--- config.mk ---
export PLATFORM = sky130hd
export DESIGN_NAME = awc_regs
export DESIGN_NICKNAME = d
export VERILOG_FILES = /design/src/awc_regs.v /design/src/awc_extreme.v
export VERILOG_INCLUDE_DIRS = /design/src
export SDC_FILE = /design/constraint.sdc
export NUM_CORES = 1
export LEC_CHECK = 0
export BUFFER_PORTS_ARGS = -buffer_cell sky130_fd_sc_hd__buf_2
export CAP_MARGIN = 5
export CELL_PAD_IN_SITES_DETAIL_PLACEMENT = 1
export CELL_PAD_IN_SITES_GLOBAL_PLACEMENT = 1
export CORE_ASPECT_RATIO = 0.8
export CORE_UTILIZATION = 40
export CTS_CLUSTER_DIAMETER = 100
export CTS_CLUSTER_SIZE = 14
export DETAILED_ROUTE_END_ITERATION = 16
export HOLD_SLACK_MARGIN = 0.02
export PLACE_DENSITY = 0.74
export SLEW_MARGIN = 20
export SYNTH_ARGS = -nofsm -noshare
export SYNTH_HDL_FRONTEND = slang
export SYNTH_SLANG_ARGS = --single-unit
--- constraint.sdc ---
create_clock -name i_ref_clk -period 4 [get_ports i_ref_clk]
set_input_delay 0 -clock i_ref_clk [delete_from_list [all_inputs] [get_ports i_ref_clk]]
set_output_delay 0 -clock i_ref_clk [all_outputs]
set_load 0.05 [all_outputs]
--- src/awc_defs.vh ---
// register offsets, field layouts and reset values of the alarm window and extreme capture group
`ifndef AWC_DEFS_VH
`define AWC_DEFS_VH

// register offsets on the byte register port
`define AWC_OFS_PRESSURE_WINDOW_HIGH    8'h19
`define AWC_OFS_PRESSURE_WINDOW_LOW     8'h1a
`define AWC_OFS_TEMPERATURE_WINDOW      8'h1b
`define AWC_OFS_LOWEST_PRESSURE_HIGH    8'h1c
`define AWC_OFS_LOWEST_PRESSURE_MID     8'h1d
`define AWC_OFS_LOWEST_PRESSURE_LOW     8'h1e
`define AWC_OFS_LOWEST_TEMPERATURE_HIGH 8'h1f
`define AWC_OFS_LOWEST_TEMPERATURE_LOW  8'h20
`define AWC_OFS_HIGHEST_PRESSURE_HIGH   8'h21
`define AWC_OFS_HIGHEST_PRESSURE_MID    8'h22
`define AWC_OFS_HIGHEST_PRESSURE_LOW    8'h23

// reset values
`define AWC_RST_BYTE                    8'h00
`define AWC_RST_PWIN                    16'h0000
`define AWC_RST_PCAP                    20'h00000
`define AWC_RST_TCAP                    12'h000

// field widths
`define AWC_PCAP_W                      20
`define AWC_TCAP_W                      12
`define AWC_PWIN_W                      16
`define AWC_TWIN_W                      8

// low capture bytes: bits 7:4 carry data, bits 3:0 are reserved
`define AWC_LOW_FIELD_HI                7
`define AWC_LOW_FIELD_LO                4
`define AWC_LOW_RSVD                    4'h0

`endif

--- src/awc_regs.v ---
// alarm window registers, extreme capture registers and threshold crossing detection
//
// Overview of operation
// pressure window 16 bits at 19h/1Ah
// temperature window 8 bits at 1Bh
// lowest pressure 20 bits at 1Ch-1Eh
// 18 integer bits, two fraction bits
// highest pressure at 21h-23h, same layout
// lowest pressure zero at power-up, write-zero clears
// highest pressure clears likewise
// lowest temperature 12-bit signed at 1Fh/20h
// temperature fraction bits 7:4, 3:0 reserved
// lowest temperature clears at power-up, write-zero
// pressure window around target forms thresholds
// zero window: centre only; else all three
// track min/max; first sample after clear loads
// reserved low bits ignore writes, read zero
`timescale 1ns/1ps
`include "awc_defs.vh"

module awc_regs (
  input  wire        i_ref_clk,
  input  wire        i_resetn,
  // byte register port from the serial interface engine
  input  wire [7:0]  i_reg_addr,
  input  wire        i_reg_wr,
  input  wire        i_reg_rd,
  input  wire [7:0]  i_reg_wdata,
  output reg  [7:0]  o_reg_rdata,
  // measurement stream
  input  wire        i_pres_valid,
  input  wire [19:0] i_pres_sample,        // pascals, bits 1:0 fraction
  input  wire        i_temp_valid,
  input  wire [11:0] i_temp_sample,        // signed degrees, bits 3:0 fraction
  // targets held in the neighbouring register group
  input  wire [15:0] i_pressure_target_value, // two-pascal units
  input  wire [7:0]  i_temp_target,        // signed degrees
  // results
  output reg         o_pres_thresh_evt,
  output reg         o_temperature_threshold_source_flag,
  output reg  [15:0] o_pres_window,
  output reg  [7:0]  o_temp_window
);

  // window registers
  reg  [7:0]  pwin_high_ff;                // window bits 15:8
  reg  [7:0]  pwin_low_ff;                 // window bits 7:0
  reg  [7:0]  twin_ff;
  wire [15:0] pwin;

  // capture values
  wire [19:0] pmin;
  wire [19:0] pmax;
  wire [11:0] tmin;

  // decoded write strobes and byte merge
  wire        wr_pminh;
  wire        wr_pminm;
  wire        wr_pminl;
  wire        wr_pmaxh;
  wire        wr_pmaxm;
  wire        wr_pmaxl;
  wire        wr_tminh;
  wire        wr_tminl;
  wire        pmin_any;
  wire        pmax_any;
  wire        tmin_any;
  wire        wzero_full;                  // full byte written is zero
  wire        wzero_field;                 // data bits 7:4 written are zero
  reg         pmin_zero;
  reg         pmax_zero;
  reg         tmin_zero;
  reg  [19:0] pmin_merge;
  reg  [19:0] pmax_merge;
  reg  [11:0] tmin_merge;

  assign pwin        = {pwin_high_ff, pwin_low_ff};
  assign wzero_full  = (i_reg_wdata == 8'h00);
  // reserved bits do not count, so 0x0f into a low byte still clears
  assign wzero_field = (i_reg_wdata[`AWC_LOW_FIELD_HI:`AWC_LOW_FIELD_LO] == 4'h0);

  assign wr_pminh = i_reg_wr && (i_reg_addr == `AWC_OFS_LOWEST_PRESSURE_HIGH);
  assign wr_pminm = i_reg_wr && (i_reg_addr == `AWC_OFS_LOWEST_PRESSURE_MID);
  assign wr_pminl = i_reg_wr && (i_reg_addr == `AWC_OFS_LOWEST_PRESSURE_LOW);
  assign wr_pmaxh = i_reg_wr && (i_reg_addr == `AWC_OFS_HIGHEST_PRESSURE_HIGH);
  assign wr_pmaxm = i_reg_wr && (i_reg_addr == `AWC_OFS_HIGHEST_PRESSURE_MID);
  assign wr_pmaxl = i_reg_wr && (i_reg_addr == `AWC_OFS_HIGHEST_PRESSURE_LOW);
  assign wr_tminh = i_reg_wr && (i_reg_addr == `AWC_OFS_LOWEST_TEMPERATURE_HIGH);
  assign wr_tminl = i_reg_wr && (i_reg_addr == `AWC_OFS_LOWEST_TEMPERATURE_LOW);
  assign pmin_any = wr_pminh | wr_pminm | wr_pminl;
  assign pmax_any = wr_pmaxh | wr_pmaxm | wr_pmaxl;
  assign tmin_any = wr_tminh | wr_tminl;

  // merge the written byte into the capture; low bytes keep only bits 7:4
  always @* begin
    pmin_merge = pmin;
    pmax_merge = pmax;
    tmin_merge = tmin;
    if (wr_pminh) begin
      pmin_merge[19:12] = i_reg_wdata;
    end else if (wr_pminm) begin
      pmin_merge[11:4] = i_reg_wdata;
    end else if (wr_pminl) begin
      pmin_merge[3:0] = i_reg_wdata[7:4];
    end
    if (wr_pmaxh) begin
      pmax_merge[19:12] = i_reg_wdata;
    end else if (wr_pmaxm) begin
      pmax_merge[11:4] = i_reg_wdata;
    end else if (wr_pmaxl) begin
      pmax_merge[3:0] = i_reg_wdata[7:4];
    end
    if (wr_tminh) begin
      tmin_merge[11:4] = i_reg_wdata;
    end else if (wr_tminl) begin
      tmin_merge[3:0] = i_reg_wdata[7:4];
    end
  end

  // a zero write into any byte of a group clears the whole capture
  always @* begin
    pmin_zero = pmin_any && (wr_pminl ? wzero_field : wzero_full);
    pmax_zero = pmax_any && (wr_pmaxl ? wzero_field : wzero_full);
    tmin_zero = tmin_any && (wr_tminl ? wzero_field : wzero_full);
  end

  // lowest pressure, unsigned
  awc_extreme #(
    .W       (`AWC_PCAP_W),
    .SIGNED  (0),
    .MAXMODE (0)
  ) u_pmin (
    .i_ref_clk (i_ref_clk),
    .i_resetn  (i_resetn),
    .i_clear   (pmin_zero),
    .i_wr_en   (pmin_any & ~pmin_zero),
    .i_wr_val  (pmin_merge),
    .i_valid   (i_pres_valid),
    .i_sample  (i_pres_sample),
    .o_value   (pmin)
  );

  // highest pressure, unsigned
  awc_extreme #(
    .W       (`AWC_PCAP_W),
    .SIGNED  (0),
    .MAXMODE (1)
  ) u_pmax (
    .i_ref_clk (i_ref_clk),
    .i_resetn  (i_resetn),
    .i_clear   (pmax_zero),
    .i_wr_en   (pmax_any & ~pmax_zero),
    .i_wr_val  (pmax_merge),
    .i_valid   (i_pres_valid),
    .i_sample  (i_pres_sample),
    .o_value   (pmax)
  );

  // lowest temperature, two's complement
  awc_extreme #(
    .W       (`AWC_TCAP_W),
    .SIGNED  (1),
    .MAXMODE (0)
  ) u_tmin (
    .i_ref_clk (i_ref_clk),
    .i_resetn  (i_resetn),
    .i_clear   (tmin_zero),
    .i_wr_en   (tmin_any & ~tmin_zero),
    .i_wr_val  (tmin_merge),
    .i_valid   (i_temp_valid),
    .i_sample  (i_temp_sample),
    .o_value   (tmin)
  );

  // window registers, plain read-write bytes
  always @(posedge i_ref_clk or negedge i_resetn) begin
    if (!i_resetn) begin
      pwin_high_ff <= `AWC_RST_BYTE;
      pwin_low_ff  <= `AWC_RST_BYTE;
      twin_ff      <= `AWC_RST_BYTE;
    end else if (i_reg_wr) begin
      if (i_reg_addr == `AWC_OFS_PRESSURE_WINDOW_HIGH) begin
        pwin_high_ff <= i_reg_wdata;
      end
      if (i_reg_addr == `AWC_OFS_PRESSURE_WINDOW_LOW) begin
        pwin_low_ff <= i_reg_wdata;
      end
      if (i_reg_addr == `AWC_OFS_TEMPERATURE_WINDOW) begin
        twin_ff <= i_reg_wdata;
      end
    end
  end

  // read mux; reserved low bits always zero, unmapped offsets read 00h
  reg [7:0] nxt_rdata;
  always @* begin
    case (i_reg_addr)
      `AWC_OFS_PRESSURE_WINDOW_HIGH:    nxt_rdata = pwin_high_ff;
      `AWC_OFS_PRESSURE_WINDOW_LOW:     nxt_rdata = pwin_low_ff;
      `AWC_OFS_TEMPERATURE_WINDOW:      nxt_rdata = twin_ff;
      `AWC_OFS_LOWEST_PRESSURE_HIGH:    nxt_rdata = pmin[19:12];
      `AWC_OFS_LOWEST_PRESSURE_MID:     nxt_rdata = pmin[11:4];
      `AWC_OFS_LOWEST_PRESSURE_LOW:     nxt_rdata = {pmin[3:0], `AWC_LOW_RSVD};
      `AWC_OFS_LOWEST_TEMPERATURE_HIGH: nxt_rdata = tmin[11:4];
      `AWC_OFS_LOWEST_TEMPERATURE_LOW:  nxt_rdata = {tmin[3:0], `AWC_LOW_RSVD};
      `AWC_OFS_HIGHEST_PRESSURE_HIGH:   nxt_rdata = pmax[19:12];
      `AWC_OFS_HIGHEST_PRESSURE_MID:    nxt_rdata = pmax[11:4];
      `AWC_OFS_HIGHEST_PRESSURE_LOW:    nxt_rdata = {pmax[3:0], `AWC_LOW_RSVD};
      default:                          nxt_rdata = 8'h00;
    endcase
  end

  // read data is registered: valid the cycle after the read strobe
  always @(posedge i_ref_clk or negedge i_resetn) begin
    if (!i_resetn) begin
      o_reg_rdata <= 8'h00;
    end else if (i_reg_rd) begin
      o_reg_rdata <= nxt_rdata;
    end
  end

  // pressure thresholds, compared in pascals on the integer part
  // target and window are two-pascal units, so both are doubled to 17 bits;
  // lower threshold clamps at zero, upper is one bit wider and never wraps
  wire [18:0] p_ctr;
  wire [18:0] p_up;
  wire [18:0] p_lo;
  wire [18:0] p_int;
  wire [2:0]  p_above;                     // {>=upper, >=centre, >=lower}
  wire [2:0]  p_mask;
  reg  [2:0]  p_prev_ff;
  reg         p_seen_ff;                   // a previous sample exists

  assign p_ctr   = {2'b00, i_pressure_target_value, 1'b0};
  assign p_up    = p_ctr + {2'b00, pwin, 1'b0};
  assign p_lo    = (p_ctr > {2'b00, pwin, 1'b0}) ? (p_ctr - {2'b00, pwin, 1'b0}) : 19'h00000;
  assign p_int   = {1'b0, i_pres_sample[19:2]};
  assign p_above = {(p_int >= p_up), (p_int >= p_ctr), (p_int >= p_lo)};
  assign p_mask  = (pwin == 16'h0000) ? 3'b010 : 3'b111;

  // a crossing is a change of side of any active threshold between samples
  always @(posedge i_ref_clk or negedge i_resetn) begin
    if (!i_resetn) begin
      p_prev_ff         <= 3'b000;
      p_seen_ff         <= 1'b0;
      o_pres_thresh_evt <= 1'b0;
    end else begin
      o_pres_thresh_evt <= 1'b0;
      if (i_pres_valid) begin
        p_prev_ff         <= p_above;
        p_seen_ff         <= 1'b1;
        o_pres_thresh_evt <= p_seen_ff && (|((p_above ^ p_prev_ff) & p_mask));
      end
    end
  end

  // temperature thresholds, signed whole degrees
  // ten bits hold target plus or minus window without overflow
  wire signed [9:0] t_ctr;
  wire signed [9:0] temperature_window;
  wire signed [9:0] t_up;
  wire signed [9:0] t_lo;
  wire signed [9:0] t_int;
  wire [2:0]        t_above;
  wire [2:0]        t_mask;
  reg  [2:0]        t_prev_ff;
  reg               t_seen_ff;

  assign t_ctr   = {{2{i_temp_target[7]}}, i_temp_target};
  assign temperature_window   = {2'b00, twin_ff};
  assign t_up    = t_ctr + temperature_window;
  assign t_lo    = t_ctr - temperature_window;
  assign t_int   = {{2{i_temp_sample[11]}}, i_temp_sample[11:4]};
  assign t_above = {(t_int >= t_up), (t_int >= t_ctr), (t_int >= t_lo)};
  assign t_mask  = (twin_ff == 8'h00) ? 3'b010 : 3'b111;

  // temperature crossing pulse, same scheme as pressure
  always @(posedge i_ref_clk or negedge i_resetn) begin
    if (!i_resetn) begin
      t_prev_ff                           <= 3'b000;
      t_seen_ff                           <= 1'b0;
      o_temperature_threshold_source_flag <= 1'b0;
    end else begin
      o_temperature_threshold_source_flag <= 1'b0;
      if (i_temp_valid) begin
        t_prev_ff                           <= t_above;
        t_seen_ff                           <= 1'b1;
        o_temperature_threshold_source_flag <= t_seen_ff && (|((t_above ^ t_prev_ff) & t_mask));
      end
    end
  end

  // window values exported to the neighbouring logic from flops
  always @(posedge i_ref_clk or negedge i_resetn) begin
    if (!i_resetn) begin
      o_pres_window <= `AWC_RST_PWIN;
      o_temp_window <= `AWC_RST_BYTE;
    end else begin
      o_pres_window <= pwin;
      o_temp_window <= twin_ff;
    end
  end

endmodule // awc_regs

--- src/awc_extreme.v ---
// running minimum or maximum capture with clear, host byte write and first-sample load
`timescale 1ns/1ps

module awc_extreme #(
  parameter          W       = 20,  // capture width
  parameter          SIGNED  = 0,   // 1: compare as two's complement
  parameter          MAXMODE = 0    // 1: keep highest, 0: keep lowest
) (
  input  wire         i_ref_clk,
  input  wire         i_resetn,
  input  wire         i_clear,      // host wrote zero into the group
  input  wire         i_wr_en,      // host wrote a byte whose data bits are non-zero
  input  wire [W-1:0] i_wr_val,     // capture with the written byte merged in
  input  wire         i_valid,      // new measurement sample
  input  wire [W-1:0] i_sample,
  output wire [W-1:0] o_value
);

  reg  [W-1:0] val_ff;              // captured extreme
  reg          empty_ff;            // no sample or host write since clear or power-up
  reg  [W-1:0] nxt_val;
  reg          nxt_empty;
  wire         lower;               // sample below stored value
  wire         higher;              // sample above stored value
  wire         better;

  assign lower  = SIGNED ? ($signed(i_sample) < $signed(val_ff)) : (i_sample < val_ff);
  assign higher = SIGNED ? ($signed(i_sample) > $signed(val_ff)) : (i_sample > val_ff);
  assign better = MAXMODE ? higher : lower;

  // next state: clear first, then host write, then tracking
  // a sample in the clear cycle is dropped so the cleared zero is visible to the host
  always @* begin
    nxt_val   = val_ff;
    nxt_empty = empty_ff;
    if (i_clear) begin
      nxt_val   = {W{1'b0}};
      nxt_empty = 1'b1;
    end else if (i_wr_en) begin
      nxt_val   = i_wr_val;           // host seeds the tracker
      nxt_empty = 1'b0;
    end else if (i_valid) begin
      if (empty_ff || better) begin
        nxt_val = i_sample;
      end
      nxt_empty = 1'b0;
    end
  end

  // capture registers, zero at power-up
  always @(posedge i_ref_clk or negedge i_resetn) begin
    if (!i_resetn) begin
      val_ff   <= {W{1'b0}};
      empty_ff <= 1'b1;
    end else begin
      val_ff   <= nxt_val;
      empty_ff <= nxt_empty;
    end
  end

  assign o_value = val_ff;

endmodule // awc_extreme

==> impl_results.md <==
* Status: finished with violations
* Failing checks: negative setup slack
* Synth Area in Simple Gates at 12.9%
* Worst path required time at 4300 ps
* Antenna Nets Post-Route at 0
* Fillers at 3102
* Share of the synthesized area in the top cell type at 27.1%
* Critical Path End Type: flip-flop
* Yosys warnings at 0
* Global Route met1 Usage at 41.0%
* Largest net degree at the start of global routing at 70
* Crit path cell chain: inv_2 -> ha_4 -> o21a_1 -> o31ai_4 -> a21oi_2 -> a21oi_2 -> a21oi_2 -> a21oi_2 -> a31oi_4 -> buf_6 -> buf_4 -> buf_4 -> nand3_1 -> ha_1 -> o21ai_0 -> a31oi_1 -> o211ai_1 -> and3_1 -> a41o_1 -> xnor2_1 -> o21ai_1 -> a21oi_1
* Period minus WS final at 4020 ps
* Diodes inserted at 0
* Die Y at 150 um
* M3 GR Usage at 5.35%
* Die Area at 27900 um^2
* Buffers on Ports at about 110
* Dpl hpwl at ~30000 um
* First-pass GRT wire length at 62700 um
* Cell with the most instances after synthesis: ha_1
* FMAX at 0.249 GHz
* Final setup violation count at 1
* Rel. slew slack at 42.6%
* Synth Area in Compound Gates at 18.3%
* Type of the worst setup path: reg -> reg
* Synth Area in XOR/XNOR at 3.45%
* Least-Margin Pin Slew at between 800 and 900 ps
* Final wirelength at slightly above 40000 um
* FF+latch count, synth at 121
* Top_reg_cell synth: dfrtp_1
* Seq/Total Area, Yosys at 27.8%
* Layout cells sized above 1 at 21.8%
* Cell taking the most area after synthesis: dfrtp_1
* Clk slew on worst S/H paths at around 70 ps
* Leakage at 6.61 nW
* M2 GR Usage at between 40 and 50%
* Die outline width at 187 um
* Synth top cells by count: ha_1, inv_1, dfrtp_1
* Vias at 10200
* Power Density at between 400 and 500 nW/um^2
* CP top delay family: compound AO/OA/AOI/OAI gates
* Clock buffer depth at 2
* Worst-Skew Late Latency at 440 ps
* Reg2reg setup slack at -20 ps
* Worst path max stage delay at 370 ps
* Tcrit/Tclk final at 101%
* Initial Util at 41.1%
* Cells after synthesis at approximately 1200
* Final Hold Fails at 0
* CTS tree: yes
* CP most frequent cell: a21oi_2
* Crit Path Max Fanout at 6
* Adder-Cell Fraction of Synth Area at 20.9%
* Largest family of logic cells by synthesized area: adder cells
* Mapped cell area at 10900 um^2
* CORE AREA at 26500 um^2
* Worst VDD drop at 324 uV
* DRC at 0
* FFs w/ async S/R, synth at 100%
* Routed WL per cell at between 20 and 25 um
* Syn_nets at 1451
* Vias per Instance at 5.90
* Buf+Inv Stages, Crit Path at 4
* Final hold slack at between 40 and 50 ps
* Layout Nets at approximately 1600
* GP Congestion at 0.882
* Tot GR Track Use at 29.4%
* GR peak layer: met2
* CTS buffer count at 17
* Multiplexer share of the synthesized area at 9.90%
* Initial DRT Pass Iterations at 5
* CP max-delay cell: dfrtp_1
* Synth top area cells: dfrtp_1, ha_1, mux2i_1, inv_1, a21oi_1
* Initial DRC Count at 712
* EDFF count, synth at 0
* Final clock skew at 15.8 ps
* Max cap viols at 0
* Hold Crit Class: in -> reg
* Num rows at 53
* Pre-CTS setup slack at -9.59 ps
* Avg Cell Area, Syn at 9.14 um^2
* Final slew viol count at 0
* Antenna violations before repair at 2
* WP data arrival at 4320 ps
* Unrepaired setup endpoints after global routing: yes
* Cell variety after synth at between 80 and 90
* Final worst slack at -22.9 ps
* Startpoint types: flip-flop
* CTS H-Tree Depth at 4
* IO Count at 112
* Global route overflow at 0
* CTS sink count at 121
* Vias in the first global route at 10700
* Synthesis-to-layout area growth at 20.9%
* CTS root buf: clkbuf_16
==> registers in the layout, summed over array words and instances, names as in the netlist, 3 cells and up <==
signal	flops
twin_ff	8
p_prev_ff	3
u_pmax.o_value	20
o_reg_rdata	8
t_prev_ff	3
pwin_high_ff	8
u_pmin.o_value	20
o_temp_window	8
o_pres_window	16
u_tmin.o_value	12
pwin_low_ff	8
==> metal layers <==
layer	part of all wire, %	wire length (um)
met4	1.8	730
met2	46	18700
met5	0.022	9
met3	7.5	3060
met1	45	18500
==> layout by cell type (no fill, tap or decap), types with 9 or more instances in the layout <==
cell type / n
inv_1: 148
dlygate4sd3_1: 14
o22ai_1: 16
nand2b_1: 21
a21o_1: 16
o21ai_0: 56
o21a_1: 12
a21boi_0: 12
mux2i_1: 58
nor3_1: 16
a221oi_1: 9
nand4_1: 19
mux2_2: 30
nor2b_1: 21
ha_1: 166
a22oi_1: 21
nand2_1: 64
a21oi_1: 62
clkbuf_16: 17
nor2_1: 63
buf_4: 56
dfrtp_1: 117
xnor2_1: 38
buf_2: 110
nand3_1: 14
nor4_1: 10
==> through the flow <==
| step | utilization [%] | instances | area [um^2] | TNS (ps) | power [mW] |
|---|---|---|---|---|---|
| 2_1_floorplan | - | 1193 | 10900 | 0 | 3.34 |
| 3_3_place_gp | 45.6 | 1669 | 12100 | 0 | 4.04 |
| 3_5_place_dp | 45.6 | 1669 | 12100 | -9.59 | 4.18 |
| 4_1_cts | 48.7 | 1715 | 12900 | 0 | 5.94 |
| 5_1_grt | 49.7 | 1726 | 13200 | -166 | 6.37 |
| 6_report | 49.7 | 1726 | 13200 | -22.9 | 6.01 |
==> area by class of cell <==
| cell class | instances | area, um^2 | share of cell area (%) |
|---|---|---|---|
| clock buffer | 19 | 443 | 3.36 |
| clock inverter | 13 | 193 | 1.46 |
| inverter | 149 | 559 | 4.24 |
| multi-input combinational | 884 | 7350 | 55.8 |
| sequential | 121 | 3030 | 23.0 |
| tap | 357 | 447 | 3.39 |
| timing repair buffer | 183 | 1150 | 8.75 |
==> path summary, 6_finish.rpt <==
check,from,to,cells past startpoint
setup / recovery,pwin_low_ff[2],o_pres_thresh_evt,22
hold / removal,i_pres_sample[4],u_pmin.o_value[4],3
setup reg to reg,pwin_low_ff[2],o_pres_thresh_evt,22
min in group asynchronous,i_resetn,u_pmin.o_value[5],2
hold reg to reg,t_seen_ff,t_seen_ff,1
max in group asynchronous,i_resetn,o_reg_rdata[4],3
==> worst register-to-register path, cell delays in order, from the launching register on <==
cell and delay (ps):
dfrtp_1 370, inv_2 70, ha_4 300, o21a_1 180
o31ai_4 90, a21oi_2 220, a21oi_2 100, a21oi_2 220
a21oi_2 90, a31oi_4 210, buf_6 160, buf_4 140
buf_4 120, nand3_1 60, ha_1 270, o21ai_0 70
a31oi_1 230, o211ai_1 140, and3_1 200, a41o_1 250
xnor2_1 140, o21ai_1 150, a21oi_1 90
==> kinds of logic after synthesis <==
group	count (synthesis)
AO/OA/AOI/OAI	295
AND/OR/NAND/NOR	270
buffers and inverters	188
adder cells (fa/ha/maj)	180
flip-flops	121
multiplexers	96
XOR/XNOR	43
==> what timing repair did <==
item | in CTS | in global routing
gates resized for setup | 9 | 36
gates cloned | 0 | 1
endpoints found under the setup margin | 1 | 3
hold buffers | 14 | 0
pin swaps | 0 | 18
buffers inserted | 0 | 10
hold endpoints to repair | 76 | 0
==> where the power goes <==
part           switching (mW)  internal [mW]  total, mW
registers               0.238           1.54       1.77
logic                    1.46           1.06       2.52
clock network           0.643           1.07       1.71
total                    2.35           3.66       6.01
Note: power is estimated with default switching activity, not from simulation.
